`config.mk`:
```
export PLATFORM = sky130hd
export DESIGN_NAME = tws_top
export DESIGN_NICKNAME = d
export VERILOG_FILES = /design/src/tws_pkg.sv /design/src/tws_cond.sv /design/src/tws_sync.sv /design/src/tws_top.sv
export SDC_FILE = /design/constraint.sdc
export NUM_CORES = 1
export LEC_CHECK = 0
export ABC_CLOCK_PERIOD_IN_PS = 2200
export BUFFER_PORTS_ARGS = -buffer_cell sky130_fd_sc_hd__buf_4
export CAP_MARGIN = 30
export CORE_MARGIN = 2
export CORE_UTILIZATION = 50
export DETAILED_ROUTE_END_ITERATION = 16
export PLACE_DENSITY = 0.74
export SETUP_SLACK_MARGIN = 0.2
export SYNTH_ARGS = -nofsm -noshare
export SYNTH_HDL_FRONTEND = slang
export SYNTH_SLANG_ARGS = --single-unit
```
`constraint.sdc`:
```
create_clock -name pclk -period 2.2 [get_ports pclk]
set_input_delay 0.22 -clock pclk [delete_from_list [all_inputs] [get_ports pclk]]
set_output_delay 0.22 -clock pclk [all_outputs]
set_load 0.02 [all_outputs]
```
`src/tws_pkg.sv`:
```
package tws_pkg;
  // Register byte offsets
  localparam logic [7:0] OFS_OWN   = 8'h00;
  localparam logic [7:0] OFS_CTRL  = 8'h04;
  localparam logic [7:0] OFS_STAT  = 8'h08;
  localparam logic [7:0] OFS_DATA  = 8'h0c;
  localparam logic [7:0] OFS_SLEEP = 8'h10;
  // Control register bit positions
  localparam int CB_FLAG = 7;
  localparam int CB_ACK  = 6;
  localparam int CB_STA  = 5;
  localparam int CB_STO  = 4;
  localparam int CB_WCOL = 3;
  localparam int CB_EN   = 2;
  localparam int CB_IE   = 0;
  // Sleep register bit positions
  localparam int SB_SLEEP = 0;
  localparam int SB_WAKE  = 1;
  // Reset values
  localparam logic [7:0] OWN_RST   = 8'h00;
  localparam logic [7:0] DATA_RST  = 8'hff;
  localparam logic [1:0] PRESC_RST = 2'h0;
  // Status codes and general-call address
  localparam logic [7:0] ST_START     = 8'h08;
  localparam logic [7:0] ST_SW_OWN    = 8'h60;
  localparam logic [7:0] ST_SW_ARB    = 8'h68;
  localparam logic [7:0] ST_GC        = 8'h70;
  localparam logic [7:0] ST_GC_ARB    = 8'h78;
  localparam logic [7:0] ST_RX_ACK    = 8'h80;
  localparam logic [7:0] ST_RX_NACK   = 8'h88;
  localparam logic [7:0] ST_GC_ACK    = 8'h90;
  localparam logic [7:0] ST_GC_NACK   = 8'h98;
  localparam logic [7:0] ST_STOP      = 8'ha0;
  localparam logic [7:0] ST_SR_OWN    = 8'ha8;
  localparam logic [7:0] ST_SR_ARB    = 8'hb0;
  localparam logic [7:0] ST_TX_ACK    = 8'hb8;
  localparam logic [7:0] ST_TX_NACK   = 8'hc0;
  localparam logic [7:0] ST_TX_LAST   = 8'hc8;
  localparam logic [7:0] ST_NONE      = 8'hf8;
  localparam logic [6:0] GC_ADDR      = 7'h00;
  // Timing
  localparam int CLK_NS         = 100;
  localparam int BUS_FREE_NS    = 4700;
  localparam int START_HOLD_NS  = 4000;
  localparam int BUS_FREE_CYC   = (BUS_FREE_NS + CLK_NS - 1) / CLK_NS;
  localparam int START_HOLD_CYC = (START_HOLD_NS + CLK_NS - 1) / CLK_NS;

  typedef struct packed {
    logic scl;
    logic sda;
  } tws_line_type;

  typedef struct packed {
    logic scl_rise;
    logic scl_fall;
    logic start;
    logic stop;
  } tws_event_type;

  typedef enum {
    S_IDLE, S_ADDR, S_AACK, S_RX, S_RXACK, S_TX, S_TXACK,
    S_WAIT, S_GSDA, S_GHOLD, S_GEND
  } tws_state_type;
endpackage

```
`src/tws_cond.sv`:
```
`timescale 1ns/1ns
module tws_cond
  import tws_pkg::*;
(
  // Clock and reset
  input  wire logic          pclk,
  input  wire logic          presetn,
  // Synchronised bus levels
  input  wire tws_line_type  line_in,
  // Detected bus events
  output tws_event_type      ev
);
  tws_line_type prev_reg;

  always_ff @(posedge pclk or negedge presetn) begin
    if (!presetn) begin
      prev_reg <= '1;
    end else begin
      prev_reg <= line_in;
    end
  end

  // SDA moving while SCL stays high marks START or STOP
  always_comb begin
    ev.scl_rise = !prev_reg.scl && line_in.scl;
    ev.scl_fall = prev_reg.scl && !line_in.scl;
    ev.start    = prev_reg.scl && line_in.scl && prev_reg.sda && !line_in.sda;
    ev.stop     = prev_reg.scl && line_in.scl && !prev_reg.sda && line_in.sda;
  end
endmodule

```
`src/tws_sync.sv`:
```
`timescale 1ns/1ns
module tws_sync
  import tws_pkg::*;
(
  // Clock and reset
  input  wire logic         pclk,
  input  wire logic         presetn,
  // Pin levels in and synchronised levels out
  input  wire tws_line_type pin_in,
  output tws_line_type      line_out
);
  tws_line_type meta_reg;

  always_ff @(posedge pclk or negedge presetn) begin
    if (!presetn) begin
      meta_reg <= '1;
      line_out <= '1;
    end else begin
      meta_reg <= pin_in;
      line_out <= meta_reg;
    end
  end
endmodule

```
`src/tws_top.sv`:
```
// Operation
// - General-call byte acked reports 0x90; ack_enable then picks next ack.
// - General-call byte not acked reports 0x98; clear returns to not addressed.
// - STOP or repeated START while addressed reports 0xA0, data kept.
// - Not addressed: ack_enable 0 ignores all, 1 matches own and enabled call.
// - start_request set at clear issues START once the bus is free.
// - Upper seven bits match own address; bit 0 enables general call.
// - Read bit enters transmit mode, write bit enters receive mode.
// - After own address and direction, flag set with valid status.
// - Addressed for read after lost arbitration reports 0xB0.
// - ack_enable cleared in transmit sends last byte, then 0xC0 or 0xC8.
// - After last byte, further master clocks are ignored; SDA released.
// - Master ack after declared last byte reports 0xC8.
// - ack_enable zero ignores own address; setting it resumes matching at once.
// - In sleep, address match is still acked and wakes the part.
// - After wake, SCL held low until completion_flag cleared by one.
// - Data register need not hold last bus byte after wake.
// - Own read address acked reports 0xA8; cleared flag sends loaded byte.
// - Transmitted byte acked by master reports 0xB8 and waits for software.
// - ack_enable cleared in receive returns not-ack after next byte.
// - Status reads 0xF8 while completion_flag is clear.
`timescale 1ns/1ns
module tws_top
  import tws_pkg::*;
(
  // Clock and reset
  input  wire logic        pclk,
  input  wire logic        presetn,
  // APB slave
  input  wire logic        psel,
  input  wire logic        penable,
  input  wire logic        pwrite,
  input  wire logic [7:0]  paddr,
  input  wire logic [31:0] pwdata,
  output logic      [31:0] prdata,
  output logic             pready,
  output logic             pslverr,
  // Two-wire bus pins
  input  wire logic        scl_i,
  output logic             scl_o,
  output logic             scl_oe,
  input  wire logic        sda_i,
  output logic             sda_o,
  output logic             sda_oe,
  // Wake request to the power controller
  output logic             wake_o
);
  tws_line_type  pin_in;
  tws_line_type  ln;
  tws_event_type ev;
  tws_state_type state_reg;

  logic [7:0] own_slave_address;
  logic       completion_flag;
  logic       ack_enable;
  logic       start_request;
  logic       stop_request;
  logic       write_collision_flag;
  logic       interface_enable;
  logic       irq_enable;
  logic [7:0] status_code_reg;
  logic [1:0] presc_reg;
  logic [7:0] byte_data_reg;
  logic       sleep_reg;
  logic       wake_reg;
  logic [7:0] shift_reg;
  logic [3:0] cnt_reg;
  logic [5:0] tmr_reg;
  logic [5:0] free_reg;
  logic       gc_reg;
  logic       rd_reg;
  logic       last_reg;
  logic       mack_reg;
  logic       arb_lost_reg;
  logic       busy_reg;
  logic       set_req_reg;
  logic       rx_load_reg;
  logic       wr;
  logic       flag_clr;
  logic       addressed;
  logic       bus_free;
  logic       woke;

  function automatic logic is_tx_code(input logic [7:0] c);
    return c == ST_SR_OWN || c == ST_SR_ARB || c == ST_TX_ACK;
  endfunction

  function automatic logic is_rx_code(input logic [7:0] c);
    return c == ST_SW_OWN || c == ST_SW_ARB || c == ST_GC || c == ST_GC_ARB ||
           c == ST_RX_ACK || c == ST_GC_ACK;
  endfunction

  function automatic logic wr_to(input logic [7:0] ofs);
    return wr && paddr == ofs;
  endfunction

  assign pin_in.scl = scl_i;
  assign pin_in.sda = sda_i;

  tws_sync u_sync (
    .pclk     (pclk),
    .presetn  (presetn),
    .pin_in   (pin_in),
    .line_out (ln)
  );

  tws_cond u_cond (
    .pclk    (pclk),
    .presetn (presetn),
    .line_in (ln),
    .ev      (ev)
  );

  assign wr        = psel && penable && pwrite && pready;
  assign flag_clr  = wr_to(OFS_CTRL) && pwdata[CB_FLAG] && completion_flag;
  assign addressed = state_reg inside {S_RX, S_RXACK, S_TX, S_TXACK};
  assign bus_free  = !busy_reg && free_reg == 6'(BUS_FREE_CYC);
  assign woke      = state_reg == S_AACK && ev.scl_fall && sleep_reg;

  // APB answer prepared in the setup cycle, so the access never waits
  always_ff @(posedge pclk or negedge presetn) begin
    if (!presetn) begin
      pready  <= 1'b0;
      pslverr <= 1'b0;
      prdata  <= 32'h0;
    end else begin
      pready  <= psel && !penable;
      pslverr <= 1'b0;
      prdata  <= 32'h0;
      if (psel && !penable) begin
        case (paddr)
          OFS_OWN: prdata[7:0] <= own_slave_address;
          OFS_CTRL: prdata[7:0] <= {completion_flag, ack_enable, start_request,
                                    stop_request, write_collision_flag,
                                    interface_enable, 1'b0, irq_enable};
          OFS_STAT: prdata[7:0] <= completion_flag ?
                                   {status_code_reg[7:3], 1'b0, presc_reg} :
                                   {ST_NONE[7:3], 1'b0, presc_reg};
          OFS_DATA: prdata[7:0] <= byte_data_reg;
          OFS_SLEEP: prdata[7:0] <= {6'h0, wake_reg, sleep_reg};
          default: pslverr <= 1'b1;
        endcase
      end
    end
  end

  // Own address and control bits
  always_ff @(posedge pclk or negedge presetn) begin
    if (!presetn) begin
      own_slave_address <= OWN_RST;
      ack_enable        <= 1'b0;
      start_request     <= 1'b0;
      stop_request      <= 1'b0;
      interface_enable  <= 1'b0;
      irq_enable        <= 1'b0;
      presc_reg         <= PRESC_RST;
    end else begin
      if (wr_to(OFS_OWN)) begin
        own_slave_address <= pwdata[7:0];
      end
      if (wr_to(OFS_CTRL)) begin
        ack_enable       <= pwdata[CB_ACK];
        start_request    <= pwdata[CB_STA];
        stop_request     <= pwdata[CB_STO];
        interface_enable <= pwdata[CB_EN];
        irq_enable       <= pwdata[CB_IE];
      end else if (state_reg == S_IDLE) begin
        stop_request <= 1'b0;
      end
      if (wr_to(OFS_STAT)) begin
        presc_reg <= pwdata[1:0];
      end
    end
  end

  // Flag: a hardware set in the same cycle as a clear wins
  always_ff @(posedge pclk or negedge presetn) begin
    if (!presetn) begin
      completion_flag <= 1'b0;
    end else if (set_req_reg) begin
      completion_flag <= 1'b1;
    end else if (flag_clr) begin
      completion_flag <= 1'b0;
    end
  end

  // Data register and write collision
  always_ff @(posedge pclk or negedge presetn) begin
    if (!presetn) begin
      byte_data_reg        <= DATA_RST;
      write_collision_flag <= 1'b0;
    end else begin
      if (rx_load_reg && !wake_reg) begin
        byte_data_reg <= shift_reg;
      end else if (wr_to(OFS_DATA) && completion_flag) begin
        byte_data_reg <= pwdata[7:0];
      end
      if (wr_to(OFS_DATA) && !completion_flag) begin
        write_collision_flag <= 1'b1;
      end else if (wr_to(OFS_DATA)) begin
        write_collision_flag <= 1'b0;
      end
    end
  end

  // Sleep entry by software, wake on address match in sleep
  always_ff @(posedge pclk or negedge presetn) begin
    if (!presetn) begin
      sleep_reg <= 1'b0;
      wake_reg  <= 1'b0;
    end else begin
      if (woke) begin
        sleep_reg <= 1'b0;
        wake_reg  <= 1'b1;
      end else if (wr_to(OFS_SLEEP)) begin
        sleep_reg <= pwdata[SB_SLEEP];
      end
      if (flag_clr && !woke) begin
        wake_reg <= 1'b0;
      end
    end
  end

  // Bus busy tracking, free time and arbitration loss
  always_ff @(posedge pclk or negedge presetn) begin
    if (!presetn) begin
      busy_reg     <= 1'b0;
      free_reg     <= 6'h0;
      arb_lost_reg <= 1'b0;
    end else begin
      if (ev.start) begin
        busy_reg <= 1'b1;
      end else if (ev.stop) begin
        busy_reg <= 1'b0;
      end
      if (busy_reg || ev.start) begin
        free_reg <= 6'h0;
      end else if (free_reg != 6'(BUS_FREE_CYC)) begin
        free_reg <= free_reg + 6'h1;
      end
      if (ev.start && start_request && state_reg == S_IDLE) begin
        arb_lost_reg <= 1'b1;
      end else if (flag_clr) begin
        arb_lost_reg <= 1'b0;
      end
    end
  end

  // Line drivers only ever pull low
  always_ff @(posedge pclk or negedge presetn) begin
    if (!presetn) begin
      scl_o <= 1'b0;
      sda_o <= 1'b0;
    end else begin
      scl_o <= 1'b0;
      sda_o <= 1'b0;
    end
  end

  assign wake_o = wake_reg;

  // Slave protocol engine
  always_ff @(posedge pclk or negedge presetn) begin
    if (!presetn) begin
      state_reg       <= S_IDLE;
      status_code_reg <= ST_NONE;
      shift_reg       <= 8'h00;
      cnt_reg         <= 4'h0;
      tmr_reg         <= 6'h0;
      gc_reg          <= 1'b0;
      rd_reg          <= 1'b0;
      last_reg        <= 1'b0;
      mack_reg        <= 1'b0;
      sda_oe          <= 1'b0;
      scl_oe          <= 1'b0;
      set_req_reg     <= 1'b0;
      rx_load_reg     <= 1'b0;
    end else begin
      set_req_reg <= 1'b0;
      rx_load_reg <= 1'b0;
      if (!interface_enable) begin
        state_reg <= S_IDLE;
        sda_oe    <= 1'b0;
        scl_oe    <= 1'b0;
      end else if ((ev.stop || ev.start) && addressed) begin
        status_code_reg <= ST_STOP;
        set_req_reg     <= 1'b1;
        sda_oe          <= 1'b0;
        state_reg       <= S_WAIT;
      end else if (ev.start && state_reg inside {S_IDLE, S_ADDR}) begin
        state_reg <= S_ADDR;
        cnt_reg   <= 4'h0;
      end else begin
        case (state_reg)
          S_IDLE: begin
            if (start_request && bus_free) begin
              sda_oe    <= 1'b1;
              tmr_reg   <= 6'h0;
              state_reg <= S_GSDA;
            end
          end
          S_ADDR: begin
            if (ev.scl_rise) begin
              shift_reg <= {shift_reg[6:0], ln.sda};
              cnt_reg   <= cnt_reg + 4'h1;
            end else if (ev.scl_fall && cnt_reg == 4'h8) begin
              if (ack_enable && shift_reg[7:1] == own_slave_address[7:1]) begin
                sda_oe    <= 1'b1;
                gc_reg    <= 1'b0;
                rd_reg    <= shift_reg[0];
                state_reg <= S_AACK;
              end else if (ack_enable && own_slave_address[0] &&
                           shift_reg == {GC_ADDR, 1'b0}) begin
                sda_oe    <= 1'b1;
                gc_reg    <= 1'b1;
                rd_reg    <= 1'b0;
                state_reg <= S_AACK;
              end else begin
                state_reg <= S_IDLE;
              end
            end
          end
          S_AACK: begin
            if (ev.scl_fall) begin
              sda_oe      <= 1'b0;
              scl_oe      <= 1'b1;
              set_req_reg <= 1'b1;
              state_reg   <= S_WAIT;
              if (rd_reg) begin
                status_code_reg <= arb_lost_reg ? ST_SR_ARB : ST_SR_OWN;
              end else if (gc_reg) begin
                status_code_reg <= arb_lost_reg ? ST_GC_ARB : ST_GC;
              end else begin
                status_code_reg <= arb_lost_reg ? ST_SW_ARB : ST_SW_OWN;
              end
            end
          end
          S_RX: begin
            if (ev.scl_rise) begin
              shift_reg <= {shift_reg[6:0], ln.sda};
              cnt_reg   <= cnt_reg + 4'h1;
            end else if (ev.scl_fall && cnt_reg == 4'h8) begin
              sda_oe    <= ack_enable;
              mack_reg  <= ack_enable;
              state_reg <= S_RXACK;
            end
          end
          S_RXACK: begin
            if (ev.scl_fall) begin
              sda_oe      <= 1'b0;
              scl_oe      <= 1'b1;
              set_req_reg <= 1'b1;
              rx_load_reg <= 1'b1;
              state_reg   <= S_WAIT;
              if (gc_reg) begin
                status_code_reg <= mack_reg ? ST_GC_ACK : ST_GC_NACK;
              end else begin
                status_code_reg <= mack_reg ? ST_RX_ACK : ST_RX_NACK;
              end
            end
          end
          S_TX: begin
            if (ev.scl_fall) begin
              if (cnt_reg == 4'h7) begin
                sda_oe    <= 1'b0;
                state_reg <= S_TXACK;
              end else begin
                sda_oe    <= !shift_reg[6];
                shift_reg <= {shift_reg[6:0], 1'b1};
                cnt_reg   <= cnt_reg + 4'h1;
              end
            end
          end
          S_TXACK: begin
            if (ev.scl_rise) begin
              mack_reg <= !ln.sda;
            end else if (ev.scl_fall) begin
              scl_oe      <= 1'b1;
              set_req_reg <= 1'b1;
              state_reg   <= S_WAIT;
              if (!mack_reg) begin
                status_code_reg <= ST_TX_NACK;
              end else if (last_reg || !ack_enable) begin
                status_code_reg <= ST_TX_LAST;
              end else begin
                status_code_reg <= ST_TX_ACK;
              end
            end
          end
          S_WAIT: begin
            if (flag_clr) begin
              scl_oe  <= 1'b0;
              cnt_reg <= 4'h0;
              if (is_tx_code(status_code_reg)) begin
                shift_reg <= byte_data_reg;
                sda_oe    <= !byte_data_reg[7];
                last_reg  <= !pwdata[CB_ACK];
                state_reg <= S_TX;
              end else if (is_rx_code(status_code_reg)) begin
                state_reg <= S_RX;
              end else begin
                state_reg <= S_IDLE;
              end
            end
          end
          S_GSDA: begin
            tmr_reg <= tmr_reg + 6'h1;
            if (tmr_reg == 6'(START_HOLD_CYC)) begin
              scl_oe          <= 1'b1;
              status_code_reg <= ST_START;
              set_req_reg     <= 1'b1;
              state_reg       <= S_GHOLD;
            end
          end
          S_GHOLD: begin
            if (flag_clr) begin
              scl_oe    <= 1'b0;
              tmr_reg   <= 6'h0;
              state_reg <= S_GEND;
            end
          end
          S_GEND: begin
            tmr_reg <= tmr_reg + 6'h1;
            if (tmr_reg == 6'(START_HOLD_CYC)) begin
              sda_oe    <= 1'b0;
              state_reg <= S_IDLE;
            end
          end
          default: begin
            state_reg <= S_IDLE;
          end
        endcase
      end
    end
  end
endmodule

```
==> impl_metrics.env <==
export IMPL_synth_xor_area_share_pct=2.371
export IMPL_die_y_um=105.7
export IMPL_grt_max_degree=67
export IMPL_synth_edf_count=0
export IMPL_synth_cell_types=73
export IMPL_fin_ws_ns=-0.01992
export IMPL_cts_tree="built"
export IMPL_viasPerCell=5.937
export IMPL_status="finished, violations left"
export IMPL_synth_adder_area_share_pct=1.210
export IMPL_dieArea_um2=11170
export IMPL_wirelength_um=14400
export IMPL_post_route_min_period_ns=2.220
export IMPL_violations="negative setup slack"
export IMPL_synth_simple_area_share_pct=20.37
export IMPL_grt_pass1_vias=4511
export IMPL_timing_rr_start="u_sync.line_out[0]$_DFF_PN1_"
export IMPL_cts_root_buffer="clkbuf_8"
export IMPL_h_tree_depth=3
export IMPL_start_kind="flip-flop"
export IMPL_worstSetupPathType="flip-flop to flip-flop"
export IMPL_overflow=0
export IMPL_hp_start="penable"
export IMPL_num_vias=4637
export IMPL_p_sw_mw=0.7890
export IMPL_postLayoutCoreUtil_pct=66.62
export IMPL_yosysTopAreaCellShare_pct=32.42
export IMPL_path_max_fanout=7
export IMPL_seqPwrFrac_pct=51.4
export IMPL_fin_crit_sh_pct=100.9
export IMPL_numCtsBuffers=9
export IMPL_antenna_left=0
export IMPL_clkTransAtPathRegs_ns=0.10
export IMPL_synth_area_leaders="dfrtp_1 32%, dfstp_2 9.7%, o21ai_0 4.0%"
export IMPL_cts_sinks=86
export IMPL_drive_gt1_share_pct=39.22
export IMPL_synthFlopType="dfrtp_1"
export IMPL_synth_compound_area_share_pct=16.07
export IMPL_setup_viol=1
export IMPL_area_growth_pct=31.21
export IMPL_grt_antenna_before_repair=0
export IMPL_gp_congestion=0.8970
export IMPL_required_ns=2.46
export IMPL_diodes=0
export IMPL_chipWidth_um=105.7
export IMPL_synth_top_family_by_area="simple AND/OR/NAND/NOR gates"
export IMPL_netlist_instances=528
export IMPL_synth_area_um2=5171
export IMPL_yosysWarningCount=0
export IMPL_final_cell_mix="106 x buf_4, 65 x dfrtp_1, 38 x nand2_1"
export IMPL_layout_commonest_cell="buf_4"
export IMPL_drc=0
export IMPL_coreArea_um2=10180
export IMPL_p_leak_nw=3.042
export IMPL_slew_headroom_pct=58.70
export IMPL_grt_busiest_layer="met2"
export IMPL_synth_seq_cells=86
export IMPL_switching_share_pct=25.15
export IMPL_synth_seq_area_share_pct=42.08
export IMPL_num_io_pins=86
export IMPL_grtUsageMet3_pct=3.711
export IMPL_port_buffers=35
export IMPL_clockPowerShare_pct=40.6
export IMPL_tightest_slew_ns=0.6181
export IMPL_routedWlPerCell_um=18.44
export IMPL_drt_pass1_iter_count=5
export IMPL_fillCellCount=785
export IMPL_endpoint_kind="flip-flop"
export IMPL_p_comb_share_pct=8.0
export IMPL_synthMuxAreaShare_pct=10.91
export IMPL_p_int_mw=2.348
export IMPL_max_freq_ghz=0.4505
export IMPL_register_area_um2=2178
export IMPL_met1_usage_pct=36.65
export IMPL_clk_latency_ns=0.37
export IMPL_skew_ns=0.01270
export IMPL_grt_use_total_pct=26.18
export IMPL_drt_iter0_drc=553
export IMPL_power_density_nw_per_um2=462.3
export IMPL_yosysTopAreaCell="dfrtp_1"
export IMPL_synth_area_per_cell_um2=9.794
export IMPL_maxCapViolations=0
export IMPL_hp_class="primary input to flip-flop"
export IMPL_dp_hpwl_um=10130
export IMPL_placementRows=37
export IMPL_setup_tns_ns=-0.01992
export IMPL_rsz0062_at_grt="yes"
export IMPL_crit_start="u_sync.line_out[0]$_DFF_PN1_"
export IMPL_grt_pass1_wl_um=22950
export IMPL_ctsLongestPathBuffers=2
export IMPL_critical_path_arrival_ns=2.48
export IMPL_vdd_drop_max_v=0.0003237
export IMPL_ys_async_sr_fraction_pct=100.0
export IMPL_start_util_pct=50.77
export IMPL_drv_slew=0
export IMPL_use_met2_pct=41.98
export IMPL_multi_input_area_um2=3050
export IMPL_num_nets_final=692
export IMPL_hold_viol=0
layer usage:
| metal | vias up | routed length [um] |
|---|---|---|
| li1 | 2092 | - |
| met5 | - | 0 |
| met4 | 0 | 291 |
| met1 | 2293 | 6215 |
| met2 | 216 | 6932 |
| met3 | 36 | 965 |
kinds of logic (layout without fill, tap and decap cells):
group | after synthesis | count (layout)
flip-flops | 86 | 86
AND/OR/NAND/NOR | 188 | 188
buffers and inverters | 65 | 157
AO/OA/AOI/OAI | 124 | 124
XOR/XNOR | 14 | 14
adder cells (fa/ha/maj) | 5 | 5
multiplexers | 45 | 45
other | 1 | 26
layout make-up:
type                    count  share of cell area, %
clock buffers              10                  1.881
clock inverters             6                  1.365
inverters                  13                 0.7192
multi-input cells         402                  44.96
flip-flops and latches     86                  32.10
well taps                 136                  2.508
repair buffers            128                  16.47
worst paths after layout:
path | endpoint | slack (ns) | cells after the start
max | tmr_reg[4]$_DFFE_PN0P_ | -0.02 | 8
min | pready$_DFF_PN0_ | 0.03 | 2
max reg2reg | tmr_reg[4]$_DFFE_PN0P_ | -0.02 | 8
min reg2reg | u_sync.line_out[1]$_DFF_PN1_ | 0.36 | 0
max in group asynchronous | status_code_reg[4]$_DFFE_PN1P_ | 1.25 | 3
min in group asynchronous | scl_oe$_DFFE_PN0P_ | 0.27 | 2
timing repair:
action,4_1_cts,5_1_grt
pin swaps,16,13
setup endpoints to repair,33,32
hold endpoints to repair,22,0
gates cloned,1,1
hold buffers,3,0
resized for setup,39,41
setup buffers,18,4
synthesized netlist by cell type (14+ instances only):
cell type  number
nand2_1        47
o21ai_0        41
buf_4          26
mux2i_1        20
dfstp_2        19
mux2_2         17
a21oi_1        27
nand3_1        23
nor2b_1        15
clkbuf_1       14
nor2_1         29
dfrtp_1        67
power groups by stage:
| stage | Sequential, mW | Combinational [mW] | Clock [mW] |
|---|---|---|---|
| final | 1.61 | 0.250 | 1.27 |
| after global routing | 1.61 | 0.270 | 1.36 |
| after CTS | 1.61 | 0.243 | 1.28 |
| after detailed placement | 1.64 | 0.223 | 0 |
| after global placement | 1.64 | 0.217 | 0 |
| after floorplan | 1.64 | 0.150 | 0 |
worst max-delay path, cell delays in order, from the launching register on:
cell and delay, ns:
dfstp_2 0.56, and4b_1 0.23, and3_4 0.20, buf_6 0.11
or3_4 0.36, nor4_4 0.23, buf_12 0.17, mux2i_1 0.18
nand2_1 0.07
metrics by stage:
step / power, mW / hold slack [ns] / cell area [um^2] / std cells / worst slack, ns
detailed placement: 1.863 / 0.1287 / 6001 / 738 / -0.06254
CTS: 3.130 / 0.02107 / 6580 / 776 / -0.004179
floorplan: 1.790 / -0.07559 / 5313 / 553 / 0.07783
global placement: 1.856 / 0.1225 / 6001 / 738 / -0.02371
finish: 3.137 / 0.02777 / 6785 / 781 / -0.01992
global route: 3.238 / 0.01666 / 6785 / 781 / -0.05943
Power figures use the tool's default switching activity.
